[config.mk]
export PLATFORM = sky130hd
export DESIGN_NAME = ieflg_top
export DESIGN_NICKNAME = d
export VERILOG_FILES = /design/src/rtl/ieflg_pkg.sv /design/src/rtl/ieflg_top.sv
export SDC_FILE = /design/constraint.sdc
export NUM_CORES = 1
export LEC_CHECK = 0
export ABC_AREA = 1
export BUFFER_PORTS_ARGS = -buffer_cell sky130_fd_sc_hd__buf_2
export CAP_MARGIN = 20
export CORE_ASPECT_RATIO = 0.9
export CORE_MARGIN = 4
export CORE_UTILIZATION = 48
export DETAILED_ROUTE_END_ITERATION = 7
export GPL_TIMING_DRIVEN = 0
export PLACE_DENSITY = 0.71
export SLEW_MARGIN = 20
export SYNTH_ARGS = -nofsm -noshare
export SYNTH_HDL_FRONTEND = slang
export SYNTH_SLANG_ARGS = --single-unit
export TNS_END_PERCENT = 10
[constraint.sdc]
create_clock -name pclk -period 2.37 [get_ports pclk]
set_input_delay 0.237 -clock pclk [delete_from_list [all_inputs] [get_ports pclk]]
set_output_delay 0.237 -clock pclk [all_outputs]
set_load 0.01 [all_outputs]
[src/rtl/ieflg_pkg.sv]
// Purpose: shared constants and types of the interrupt enable and flag logic
// Assumes: APB slave, 32-bit data, registers on word addresses index*4
// Notes:   one machine cycle is taken as one pclk cycle
package ieflg_pkg;
   localparam int          PADDR_W         = 10;
   // register indices; byte address is index*4
   localparam logic [7:0]  IDX_TSF         = 8'h88;
   localparam logic [7:0]  IDX_CIF         = 8'h98;
   localparam logic [7:0]  IDX_IEN3        = 8'h9a;
   localparam logic [7:0]  IDX_IENX        = 8'ha0;
   localparam logic [7:0]  IDX_PRIO        = 8'ha1;
   localparam logic [7:0]  IDX_STAT        = 8'ha2;
   localparam logic [7:0]  IDX_MASK        = 8'ha3;
   // timer_serial_irq_flags fields
   localparam int          TSF_SB_RX       = 7;
   localparam int          TSF_ADC         = 5;
   localparam int          TSF_SA_RX       = 3;
   localparam int          TSF_TRIG_HI     = 2;
   localparam int          TSF_RFERR       = 1;
   localparam int          TSF_TRIG_LO     = 0;
   localparam logic [7:0]  TSF_RESET       = 8'h05;
   localparam logic [7:0]  CIF_RESET       = 8'h00;
   // irq_enable_third fields
   localparam int          IEN3_WDT        = 5;
   localparam int          IEN3_P1         = 4;
   localparam int          IEN3_SB_TX      = 3;
   localparam int          IEN3_SA_TX      = 2;
   localparam int          IEN3_P2         = 1;
   localparam int          IEN3_RF         = 0;
   localparam logic [7:0]  IEN3_USED       = 8'h3f;
   localparam logic [7:0]  IEN3_RESET      = 8'h00;
   // extra enable register: global enable plus enables of locally held flags
   localparam int          IENX_GLOBAL     = 7;
   localparam int          IENX_ENC        = 4;
   localparam int          IENX_SB_RX      = 3;
   localparam int          IENX_SA_RX      = 2;
   localparam int          IENX_ADC        = 1;
   localparam int          IENX_RFERR      = 0;
   localparam logic [7:0]  IENX_USED       = 8'h9f;
   localparam logic [7:0]  IENX_RESET      = 8'h00;
   // sources in fixed arbitration order, lowest index wins within a level
   localparam int          NSRC            = 11;
   localparam int          SRC_RFERR       = 0;
   localparam int          SRC_ADC         = 1;
   localparam int          SRC_SA_RX       = 2;
   localparam int          SRC_SB_RX       = 3;
   localparam int          SRC_ENC         = 4;
   localparam int          SRC_P2          = 5;
   localparam int          SRC_SA_TX       = 6;
   localparam int          SRC_SB_TX       = 7;
   localparam int          SRC_P1          = 8;
   localparam int          SRC_RF          = 9;
   localparam int          SRC_WDT         = 10;
   localparam logic [NSRC-1:0][7:0] VEC_TABLE = {8'h8b, 8'h83, 8'h7b, 8'h73, 8'h3b, 8'h33,
                                                 8'h23, 8'h1b, 8'h13, 8'h0b, 8'h03};
   localparam logic [NSRC-1:0] SRC_RESET   = 11'h000;
   // response timing in machine cycles
   localparam int          DETECT_CYCLES   = 1;
   localparam int          CALL_CYCLES     = 6;
   localparam logic [2:0]  CALL_LAST       = 3'(CALL_CYCLES - 1);

   typedef enum logic [1:0] {
      IEFLG_IDLE   = 2'b00,
      IEFLG_DETECT = 2'b01,
      IEFLG_CALL   = 2'b10
   } ieflg_state_e;

   typedef struct packed {
      logic [7:0]      tsf;
      logic [7:0]      cif;
      logic [7:0]      ien3;
      logic [7:0]      ienx;
      logic [NSRC-1:0] prio;
      logic [NSRC-1:0] stat;
      logic [NSRC-1:0] mask;
      logic [NSRC-1:0] prev_req;
      logic [1:0]      in_svc;
      ieflg_state_e    state;
      logic [2:0]      cnt;
      logic [3:0]      sel;
      logic            sel_hi;
      logic [7:0]      vec;
      logic            entry;
      logic            irq;
      logic [31:0]     prdata;
      logic            pready;
      logic            pslverr;
   } ieflg_regs_s;
endpackage

[src/rtl/ieflg_top.sv]
// Purpose: interrupt enable and flag logic between peripheral sources and the core
// Assumes: event inputs are one-cycle pulses from logic on pclk; core inputs on pclk
// Notes:   two priority levels, fixed source order inside a level
// Notes on behaviour
// RULE1: third enable register bits 5..1 enable watchdog, port1, serial tx b/a, port2.
// RULE2: bit 0 enables radio general interrupt; bits 7:6 read zero.
// RULE3: an accepted interrupt presents that source's fixed vector address to the core.
// RULE4: a running service is preempted only by a strictly higher priority.
// RULE5: return-from-interrupt ends the service; core resumes its interrupted program.
// RULE6: flags set on their condition whatever the enable bits say.
// RULE7: enabled set flag is acknowledged next instruction cycle by forcing a long call.
// RULE8: requests at or below running priority wait until highest pending.
// RULE9: fastest response is one detect cycle plus six call cycles.
// RULE10: flag bit 7 set on serial b receive, cleared by hardware on vectoring.
// RULE11: flag bit 5 set on converter done, cleared by hardware on vectoring.
// RULE12: flag bit 3 set on serial a receive, cleared by hardware on vectoring.
// RULE13: flag bit 1 set on radio fifo error, cleared by hardware on vectoring.
// RULE14: software keeps trigger-type bits 2 and 0 at one; both reset to one.
// RULE15: flag bits 6 and 4 are unused and reset to zero.
// RULE16: two cipher flags; software setting either raises a cipher request.
// RULE17: cipher coprocessor event sets both flags; bits 7:2 unused, reset zero.
// RULE18: global enable zero blocks every acknowledge; one lets each enable decide.
// RULE19: equal-priority pending requests are chosen by fixed source order.
`timescale 1ns/1ps
`default_nettype none
module ieflg_top
   import ieflg_pkg::*;
(
   input  wire logic                           pclk,               // core clock
   input  wire logic                           presetn,            // async reset, active low
   input  wire logic                           psel,               // apb select
   input  wire logic                           penable,            // apb access phase
   input  wire logic                           pwrite,             // apb write
   input  wire logic [ieflg_pkg::PADDR_W-1:0]  paddr,              // apb byte address
   input  wire logic [31:0]                    pwdata,             // apb write data
   output logic      [31:0]                    prdata,             // apb read data
   output logic                                pready,             // apb ready
   output logic                                pslverr,            // apb error, unmapped
   input  wire logic                           evt_serial_b_rx,    // serial b receive pulse
   input  wire logic                           evt_converter_done, // converter done pulse
   input  wire logic                           evt_serial_a_rx,    // serial a receive pulse
   input  wire logic                           evt_radio_fifo_err, // radio fifo error pulse
   input  wire logic                           evt_cipher,         // cipher request pulse
   input  wire logic [5:0]                     ext_pending,        // flags held elsewhere
   input  wire logic                           instr_boundary,     // next instruction cycle
   input  wire logic                           return_from_irq_instr_exec,          // return-from-irq executed
   output logic                                core_force_call,    // long call forced
   output logic      [7:0]                     core_vector,        // vector address
   output logic                                core_service_entry, // call done pulse
   output logic      [1:0]                     core_service_level, // levels in service
   output logic                                irq                 // masked status level
);
   import ieflg_pkg::*;

   ieflg_regs_s      s;
   ieflg_regs_s      next_s;
   logic [NSRC-1:0]  req;
   logic [NSRC-1:0]  en;
   logic [NSRC-1:0]  elig_hi;
   logic [NSRC-1:0]  elig_lo;
   logic [3:0]       win_hi;
   logic [3:0]       win_lo;
   logic             found_hi;
   logic             found_lo;
   logic [1:0]       cur_level;
   logic             gate_on;
   logic             hi_open;
   logic             lo_open;

   logic             wr;
   logic             rd_setup;
   logic [7:0]       aidx;
   logic             amapped;
   logic [7:0]       wb;
   logic [NSRC-1:0]  wn;
   logic [31:0]      rdat;

   assign aidx = paddr[PADDR_W-1:2];
   assign wb   = pwdata[7:0];
   assign wn   = pwdata[NSRC-1:0];

   // pending view of every source, locally held flags plus external ones
   always_comb begin
      req            = '0;
      req[SRC_RFERR] = s.tsf[TSF_RFERR];
      req[SRC_ADC]   = s.tsf[TSF_ADC];
      req[SRC_SA_RX] = s.tsf[TSF_SA_RX];
      req[SRC_SB_RX] = s.tsf[TSF_SB_RX];
      req[SRC_ENC]   = |s.cif[1:0];                                // RULE16
      req[SRC_P2]    = ext_pending[0];
      req[SRC_SA_TX] = ext_pending[1];
      req[SRC_SB_TX] = ext_pending[2];
      req[SRC_P1]    = ext_pending[3];
      req[SRC_RF]    = ext_pending[4];
      req[SRC_WDT]   = ext_pending[5];
   end

   always_comb begin
      en            = '0;
      en[SRC_RFERR] = s.ienx[IENX_RFERR];
      en[SRC_ADC]   = s.ienx[IENX_ADC];
      en[SRC_SA_RX] = s.ienx[IENX_SA_RX];
      en[SRC_SB_RX] = s.ienx[IENX_SB_RX];
      en[SRC_ENC]   = s.ienx[IENX_ENC];
      en[SRC_P2]    = s.ien3[IEN3_P2];                             // RULE1
      en[SRC_SA_TX] = s.ien3[IEN3_SA_TX];                          // RULE1
      en[SRC_SB_TX] = s.ien3[IEN3_SB_TX];                          // RULE1
      en[SRC_P1]    = s.ien3[IEN3_P1];                             // RULE1
      en[SRC_WDT]   = s.ien3[IEN3_WDT];                            // RULE1
      en[SRC_RF]    = s.ien3[IEN3_RF];                             // RULE2
   end

   // current running level: 2 high, 1 low, 0 none
   always_comb begin
      if (s.in_svc[1]) begin
         cur_level = 2'd2;
      end else if (s.in_svc[0]) begin
         cur_level = 2'd1;
      end else begin
         cur_level = 2'd0;
      end
   end

   // only strictly higher levels than the running one are eligible;
   // an equal level waits, so a service never preempts its own peer
   assign gate_on = s.ienx[IENX_GLOBAL];                           // RULE18
   assign hi_open = (cur_level < 2'd2);                            // RULE4 RULE8
   assign lo_open = (cur_level < 2'd1);                            // RULE4 RULE8

   always_comb begin
      for (int i = 0; i < NSRC; i++) begin
         elig_hi[i] = req[i] && en[i] && gate_on && s.prio[i] && hi_open;   // RULE4 RULE8 RULE18
         elig_lo[i] = req[i] && en[i] && gate_on && !s.prio[i] && lo_open;  // RULE4 RULE8 RULE18
      end
   end

   // descending scan so the lowest index ends up chosen
   always_comb begin
      win_hi   = 4'h0;
      win_lo   = 4'h0;
      found_hi = 1'b0;
      found_lo = 1'b0;
      for (int i = NSRC - 1; i >= 0; i--) begin
         if (elig_hi[i]) begin
            win_hi   = 4'(i);                                      // RULE19
            found_hi = 1'b1;
         end
         if (elig_lo[i]) begin
            win_lo   = 4'(i);                                      // RULE19
            found_lo = 1'b1;
         end
      end
   end

   // register decode; read data prepared in the setup phase so it is a flop output
   always_comb begin
      amapped = 1'b1;
      rdat    = 32'h0000_0000;
      unique case (aidx)
         IDX_TSF: begin
            rdat[7:0] = s.tsf;
         end
         IDX_CIF: begin
            rdat[7:0] = s.cif;
         end
         IDX_IEN3: begin
            rdat[7:0] = s.ien3 & IEN3_USED;                        // RULE2
         end
         IDX_IENX: begin
            rdat[7:0] = s.ienx & IENX_USED;
         end
         IDX_PRIO: begin
            rdat[NSRC-1:0] = s.prio;
         end
         IDX_STAT: begin
            rdat[NSRC-1:0] = s.stat;
         end
         IDX_MASK: begin
            rdat[NSRC-1:0] = s.mask;
         end
         default: begin
            amapped = 1'b0;
         end
      endcase
   end

   assign rd_setup = psel && !penable;
   assign wr       = psel && penable && s.pready && pwrite && amapped;

   always_comb begin
      next_s = s;

      // apb handshake: one access cycle, no waits
      next_s.pready  = rd_setup;
      next_s.pslverr = rd_setup && !amapped;
      if (rd_setup) begin
         next_s.prdata = rdat;
      end

      // software writes
      if (wr) begin
         unique case (aidx)
            IDX_TSF: begin
               next_s.tsf = wb;                                    // RULE14 RULE15
            end
            IDX_CIF: begin
               next_s.cif = wb;                                    // RULE16 RULE17
            end
            IDX_IEN3: begin
               next_s.ien3 = wb & IEN3_USED;                       // RULE1 RULE2
            end
            IDX_IENX: begin
               next_s.ienx = wb & IENX_USED;                       // RULE18
            end
            IDX_PRIO: begin
               next_s.prio = wn;
            end
            IDX_STAT: begin
               // write one to clear; a set in the same cycle is applied after
               next_s.stat = s.stat & ~wn;
            end
            IDX_MASK: begin
               next_s.mask = wn;
            end
            default: begin
               next_s.tsf = s.tsf;
            end
         endcase
      end

      // vectoring sequence
      next_s.entry = 1'b0;
      unique case (s.state)
         IEFLG_IDLE: begin
            if (instr_boundary && (found_hi || found_lo)) begin
               next_s.state  = IEFLG_DETECT;                       // RULE7
               next_s.sel_hi = found_hi;
               // a high request beats every low one found in the same cycle
               if (found_hi) begin
                  next_s.sel = win_hi;                             // RULE19
                  next_s.vec = VEC_TABLE[win_hi];                  // RULE3
               end else begin
                  next_s.sel = win_lo;                             // RULE19
                  next_s.vec = VEC_TABLE[win_lo];                  // RULE3
               end
            end
         end
         IEFLG_DETECT: begin
            next_s.state = IEFLG_CALL;                             // RULE9
            next_s.cnt   = 3'd0;
            // the four flags held in tsf drop as the core vectors
            unique case (int'(s.sel))
               SRC_SB_RX: begin
                  next_s.tsf[TSF_SB_RX] = 1'b0;                    // RULE10
               end
               SRC_ADC: begin
                  next_s.tsf[TSF_ADC] = 1'b0;                      // RULE11
               end
               SRC_SA_RX: begin
                  next_s.tsf[TSF_SA_RX] = 1'b0;                    // RULE12
               end
               SRC_RFERR: begin
                  next_s.tsf[TSF_RFERR] = 1'b0;                    // RULE13
               end
               // cipher and external flags belong to their owners
               default: begin
                  next_s.tsf = next_s.tsf;
               end
            endcase
         end
         IEFLG_CALL: begin
            if (s.cnt == CALL_LAST) begin
               next_s.state = IEFLG_IDLE;                          // RULE9
               next_s.entry = 1'b1;
               if (s.sel_hi) begin
                  next_s.in_svc[1] = 1'b1;                         // RULE4
               end else begin
                  next_s.in_svc[0] = 1'b1;                         // RULE4
               end
            end else begin
               next_s.cnt = s.cnt + 3'd1;                          // RULE9
            end
         end
         default: next_s.state = IEFLG_IDLE;
      endcase

      // return ends the innermost service; the core restores its own program counter
      if (return_from_irq_instr_exec) begin
         if (s.in_svc[1]) begin
            next_s.in_svc[1] = 1'b0;                               // RULE5
         end else begin
            next_s.in_svc[0] = 1'b0;                               // RULE5
         end
      end

      // hardware sets come last so an event beats a clear in the same cycle
      if (evt_serial_b_rx) begin
         next_s.tsf[TSF_SB_RX] = 1'b1;                             // RULE6 RULE10
      end
      if (evt_converter_done) begin
         next_s.tsf[TSF_ADC] = 1'b1;                               // RULE6 RULE11
      end
      if (evt_serial_a_rx) begin
         next_s.tsf[TSF_SA_RX] = 1'b1;                             // RULE6 RULE12
      end
      if (evt_radio_fifo_err) begin
         next_s.tsf[TSF_RFERR] = 1'b1;                             // RULE6 RULE13
      end
      if (evt_cipher) begin
         next_s.cif[1:0] = 2'b11;                                  // RULE6 RULE17
      end

      // sticky status of newly pending sources, set beats the write-one clear
      next_s.prev_req = req;
      next_s.stat     = next_s.stat | (req & ~s.prev_req);
      next_s.irq      = |(next_s.stat & next_s.mask);
   end

   always_ff @(posedge pclk or negedge presetn) begin
      if (!presetn) begin
         s          <= '0;
         s.tsf      <= TSF_RESET;                                  // RULE14 RULE15
         s.cif      <= CIF_RESET;                                  // RULE17
         s.ien3     <= IEN3_RESET;                                 // RULE2
         s.ienx     <= IENX_RESET;
         s.prio     <= SRC_RESET;
         s.stat     <= SRC_RESET;
         s.mask     <= SRC_RESET;
         s.prev_req <= SRC_RESET;
         s.state    <= IEFLG_IDLE;
      end else begin
         s <= next_s;
      end
   end

   assign prdata             = s.prdata;
   assign pready             = s.pready;
   assign pslverr            = s.pslverr;
   // the call state is the only code with bit 1 set, so this is a plain flop bit
   assign core_force_call    = s.state[1];
   assign core_vector        = s.vec;
   assign core_service_entry = s.entry;
   assign core_service_level = s.in_svc;
   assign irq                = s.irq;
endmodule // ieflg_top
`default_nettype wire
## Word level (Yosys, flattened, before mapping)

Memory sizes are Yosys's and may differ from the RTL's.
Cells that the tools add are included.

| cells by class | value |
|---|---|
| reductions and logical operators | 103 |
| mux-type cells | 84 |
| equality and inequality tests | 16 |
| bitwise gates (word level) | 6 |
| $lt $le $gt $ge | 4 |
| $add $sub $neg | 1 |

Operator list:

| operator | count |
|---|---|
| 2-to-1 mux 4 bit | 24 |
| logical AND 1 bit | 73 |
| 2-to-1 mux 65 bit | 1 |
| == test 8 bit (second input constant) | 7 |
| 2-to-1 mux 8 bit | 7 |
| case mux 8 bit (7 select lines) | 1 |
| 2-to-1 mux 1 bit | 38 |
| AND 11 bit | 3 |
| 2-to-1 mux 11 bit | 3 |
| NOT 11 bit | 2 |
| AND reduction 2 bit | 8 |
| zero test 1 bit | 13 |
| bitwise OR 11 bit | 1 |
| OR reduction 11 bit | 1 |
| < comparator 4 x 5 -> 1 bit (second input constant) | 2 |
| 2-to-1 mux 2 bit | 5 |
| case mux 3 bit (3 select lines) | 1 |
| == test 4 x 2 -> 1 bit (second input constant) | 2 |
| OR reduction 7 bit | 1 |
| 2-to-1 mux 6 bit | 1 |
| != test 2 bit (second input constant) | 3 |
| case mux 2 bit (3 select lines) | 1 |
| case mux 3 bit (2 select lines) | 1 |
| nonzero test 2 bit | 3 |
| 12 further kinds | 12 |

| storage, ports and cells | value |
|---|---|
| memory bits (read-only) | 256 |
| memories kept | 2 |
| output and inout bits | 47 |
| flip-flop bits (word level) | 107 |

Memory list:

| memory | words | width | rd ports | clocked after Yosys merged registers in | wr ports | line | text |
|---|---|---|---|---|---|---|---|
| (no name shown) | 16 | 8 | 1 | 0 | 0 | ieflg_top.sv:244 | `next_s.vec = VEC_TABLE[win_lo];` |
| (no name shown) | 16 | 8 | 1 | 0 | 0 | ieflg_top.sv:241 | `next_s.vec = VEC_TABLE[win_hi];` |

## Logic depth before layout (Yosys ltp)

| logic depth | value |
|---|---|
| depth after elaboration | 19 |
| mapped depth | 18 |

## Worst setup path after synthesis

OpenSTA, ideal clock, no wires.

| timing path | value |
|---|---|
| kind | register -> register |
| start | register s (netlist bit core_service_level[1]) |
| end | register s (netlist bit core_vector[5]) |
| cell stages (with the launch flop) | 14 |
| buffers on the path | 0 |
| required time | 2,302 ps |
| clock period less this slack | 1,797 ps |
| arrival | 1,729 ps |
| setup slack | 573 ps |
| cells stage by stage | dfrtp_1 > nor2_1 > nand2_1 > nor2_1 > inv_1 > nand2_1 > nor2_1 > nor3_1 > inv_1 > nor2_1 > inv_1 > nor2_1 > o21ai_0 > nand3_1 |

| between the ends | value |
|---|---|
| word-level cells in the longest chain between the ends | 17 |
| elaborated cells on any way between the ends | 77 |
| classes of those cells | 2 x order compare; 48 x mux; 25 x reduce/logical; 2 x memory |

Ends and longest elaborated chain:

| element | line | text |
|---|---|---|
| start: declaration | ieflg_top.sv:55 | `ieflg_regs_s s;` |
| start signal: assignment | ieflg_top.sv:332 | `s <= next_s;` |
| 2-to-1 mux 2 bit (*) | ieflg_top.sv:115 | `if (s.in_svc[1]) begin` |
| < comparator 2 x 1 -> 1 bit or < comparator 2 bit (tied branches) | ieflg_top.sv:128, ieflg_top.sv:127 |  |
| logical AND 1 bit, on equally long branches | ieflg_top.sv:133, ieflg_top.sv:132 |  |
| 2-to-1 mux 4 bit (tied with other cells) (11 in a row) | ieflg_top.sv:148 | `if (elig_lo[i]) begin` |
| memory read (16 x 8 bit) (tied with other cells) | - |  |
| 2-to-1 mux 8 bit (not written as such) (tied with other cells) | ieflg_top.sv:244 |  |
| 2-to-1 mux 8 bit or AND reduction 2 bit (tied branches) | - |  |

Every way passes the cells marked *; elsewhere a longest branch is shown, timed or not. The select of a mux whose other input is x is not followed.
A chain may end at the register's enable or synchronous reset.

## Worst setup path in the final report

Ends and elaborated chain as after synthesis.

==> results by stage <==
Routing:
- The wire length per cell after detailed routing is 16.0 um.
- The mean number of vias per cell is 5.28.
- The DRC marker count from the first detailed-route iteration is 505.
- The first detailed-routing pass took 5 iterations.
- The remaining antenna violation count is 0.
- The total detailed-routing wirelength is 15200 um.
- The DRC violations left is 0.
- The final route contains 5035 vias.

Timing:
- The worst hold slack across all endpoints is 0.0102 ns.
- Setup violations remaining at the end of the flow were counted as 0.
- The slew of the pin with the lowest slew margin is 0.829 ns.
- The max-slew violation count is 0.
- The hold violation count in the final report is 0.
- The post-route fraction of the period consumed by the critical path is 0.932.
- Setup repair after global routing could not meet its margin everywhere.
- Once routing completed, OpenROAD measured the worst setup slack at 0.161 ns.
- The shortest clock period the worst path allows after layout is 2.21 ns.
- The maximum clock rate is 453 MHz.
- The maximum clock skew at final layout is 0.00841 ns.
- In this run the tightest slew margin relative to its limit is 0.444.

Floorplan:
- From left edge to right edge, the die measures 121 um.
- For this configuration, the core starts out at a cell density of 0.501.
- The floorplan die area is 13300 um^2.
- The die boundary height is 110 um.
- The core outline area is 11000 um^2.
- In this run the count of I/O pins placed on the die edge is 107.
- The number of rows created at floorplan is 36.

Global routing:
- The number of antenna violations at the first check in global routing is 0.
- The first global-routing pass estimated 24400 um of wire.
- The sum of overflow across all layers after global routing is 0.
- The total track usage is 0.239.
- Entering global routing, the biggest net connects 58 pins.
- The number of global-route vias before repair was 4873.

Synthesis:
- Among all flip-flop cells after synthesis, the most frequent one is dfrtp_1.
- The number of instances in the synthesized netlist is 700.
- The count of flip-flops with a built-in enable after synthesis is 0.
- The number of distinct library cell variants in the gate-level netlist after synthesis is 48.
- The cell area after synthesis is 5530 um^2.
- The synthesized flop and latch total is 105.
- The Yosys step of the flow raised 0 warnings.
- The share of the Yosys chip area taken by registers is 0.476.
- The fraction of registers with async set or reset after synthesis is 1.00.
- Each instance of the synthesized netlist takes up on average 7.89 um^2.

Hold path:
- Along the worst hold path, the cell count comes to 1.
- The origin of the worst min-delay path is ext_pending[2].
- The min-delay analysis places its worst path in the category in -> reg.
- The hold-critical path endpoint is s[63].

Final layout:
- At the end of the flow, the number of nets in the layout was 858.
- The utilization after layout is 0.585.
- The layout cell share with drive strength beyond 1 is 0.211.
- The final instance count without filler cells is 953.
- The count of fill cells added during filler insertion is 1014.
- Compared with the post-synthesis result, the final layout area differs by 16.9%.
- The number of antenna repair diodes is 0.

Placement:
- After detailed placement, the design holds a cell count of 935.
- The worst slack at placement is -0.155 ns.
- During placement, the flow inserted port buffers numbering 61.
- The last weighted congestion value of the routability-driven placer is 0.933.
- The HPWL after detailed placement is 11500 um.

Setup path:
- The worst register-to-register path ends at core_vector[5].
- For the worst setup path, the data arrival time is 2.50 ns.
- The worst setup slack for register-to-register paths is 0.16 ns.
- The endpoint class of the critical path is a register.
- The cell type of the slowest stage on the worst timing path is dfrtp_2.
- The maximum fanout encountered on the critical timing path is 10.
- The cell occurring most often along the worst timing path is nand2_1.
- The startpoint identified for the worst register-to-register timing path is core_service_level[1].
- The depth of the critical timing path with buffers and inverters included is 12.
- The worst setup path is launched from a register.
- Counting both buffers and inverters, the worst setup path holds a total of 2.
- Walking the worst path, the cells encountered are inv_1 > nand2_1 > nor3_1 > nor2_1 > nand2_1 > nor2_1 > nand2_1 > nand2_1 > nand2_4 > clkbuf_4 > o21ai_0 > nand3_1.
- In this design, the largest share of critical-path delay is due to simple AND/OR/NAND/NOR gates.
- The number of cells traversed by the worst register-to-register path is 12.
- Data on the critical path is required at its endpoint by 2.66 ns.
- The critical path class is reg -> reg.
- The maximum cell stage delay along the critical path is 0.45 ns.

Clocking:
- The number of setup buffers added after CTS is 0.
- TritonCTS built the clock tree.
- The cell chosen for the clock root is clkbuf_16.
- The clock input transition at the sequential cells of the worst setup and hold paths is 0.07 ns.
- For the worst-skew pair, the clock arrives at the later sink with an insertion delay of 0.36 ns.
- The maximum number of buffers from clock root to sink is 2.
- The total clock buffers created by CTS is 9.
- The H-tree was split into 3 levels.
- The sink count of the clock tree is 105.

Outcome:
- The flow ran to the end, and the final reports show no timing, DRC or antenna violations.

Power:
- The static leakage power is 3.27 nW.
- The power per standard cell area is 565 nW/um^2.
- The peak supply drop is 0.386 mV.
- The total power is 3.65 mW.

Flow run:
- The max capacitance violation total is 0.
==> cells in the final DEF (no fill, tap or decap), drive strengths merged, types with 2 or more instances in the layout <==
master	Yosys	routed
nor4	2	2
clkinvlp	0	2
nor3	12	12
nand3	48	48
and2	2	2
o22ai	6	6
clkbuf	4	16
a21oi	17	17
a22o	3	3
ha	2	2
dfrtp	103	103
o21bai	2	2
a31oi	2	2
dfstp	2	2
nand2	199	199
inv	78	79
clkinv	1	4
nor2	57	57
o21ai	74	74
a221oi	6	6
or2	4	4
buf	54	114
a21o	2	2
conb	1	22
nand4	6	6
a31o	3	3
dlygate4sd3	0	2
==> final cells by class <==
cell class	count	area (um^2)	share of cell area
tap	152	190	0.0294
multi-input combinational	479	2300	0.356
sequential	105	2630	0.407
inverter	79	297	0.0459
clock inverter	6	42.5	0.00659
buffer	58	410	0.0635
timing repair buffer	64	359	0.0556
clock buffer	10	229	0.0354
==> Yosys cell counts (all sizes together) (2+ instances only) <==
cell / n / area [um^2]
nand2: 199 / 754
dfrtp: 103 / 2580
inv: 78 / 293
o21ai: 74 / 393
nor2: 57 / 229
buf: 54 / 389
nand3: 48 / 240
a21oi: 17 / 85.1
nor3: 12 / 80.1
a221oi: 6 / 58.8
nand4: 6 / 37.5
o22ai: 6 / 37.5
clkbuf: 4 / 15.0
or2: 4 / 25.0
a22o: 3 / 26.3
a31o: 3 / 26.3
a21o: 2 / 15.0
a31oi: 2 / 12.5
and2: 2 / 12.5
dfstp: 2 / 52.6
ha: 2 / 25.0
nor4: 2 / 27.5
o21bai: 2 / 15.0
==> stage by stage <==
stage	TNS, ns	area (um^2)
CTS	0	6420
detailed placement	-1.07	6130
global placement	-8.00	6100
global route	-0.0553	6460
floorplan	0	5600
finish	0	6460
==> flip-flops by register name, indices dropped and copies added (netlist names) <==
register,flops
next_s,4
core_vector,6
prdata,11
irq,1
gate_on,1
en,11
pready,1
s,65
core_service_entry,1
core_force_call,1
pslverr,1
core_service_level,2
==> layer usage <==
metal,global-route usage,share of wire
met5,0,0
met4,0.0809,0.024
met1,0.325,0.43
met2,0.372,0.45
met3,0.0638,0.097
==> what timing repair did <==
item,4_1_cts,5_1_grt
endpoints found under the hold margin,47,0
hold buffers,2,0
setup endpoints to repair,0,10
gates resized for setup,0,10
==> kinds of logic (layout without fill, tap and decap cells) <==
family,Yosys count,in the layout,synth area share
other cells,1,22,0.000679
simple gates,332,332,0.257
fa+ha+maj,2,2,0.00453
compound gates,122,122,0.133
xor+xnor,1,1,0.00159
flops,105,105,0.476
buf+inv,137,217,0.127
==> power by group <==
group,switching [mW],internal [mW]
clock network,0.689,0.715
logic,0.219,0.141
registers,0.0410,1.85
==> worst max path at each step <==
| stage | startpoint | end | slack [ns] |
|---|---|---|---|
| 6_report | core_service_level[1] | core_vector[5] | 0.16 |
| 5_1_grt | core_service_level[1] | core_vector[5] | -0.02 |
| 4_1_cts | pready | irq | 0.01 |
| 3_5_place_dp | paddr[2] | s[122] | -0.16 |
| 3_3_place_gp | presetn | next_s[58] | -0.08 |
| 2_1_floorplan | core_service_level[1] | core_vector[5] | 0.57 |
Power figures use the tool's default switching activity.
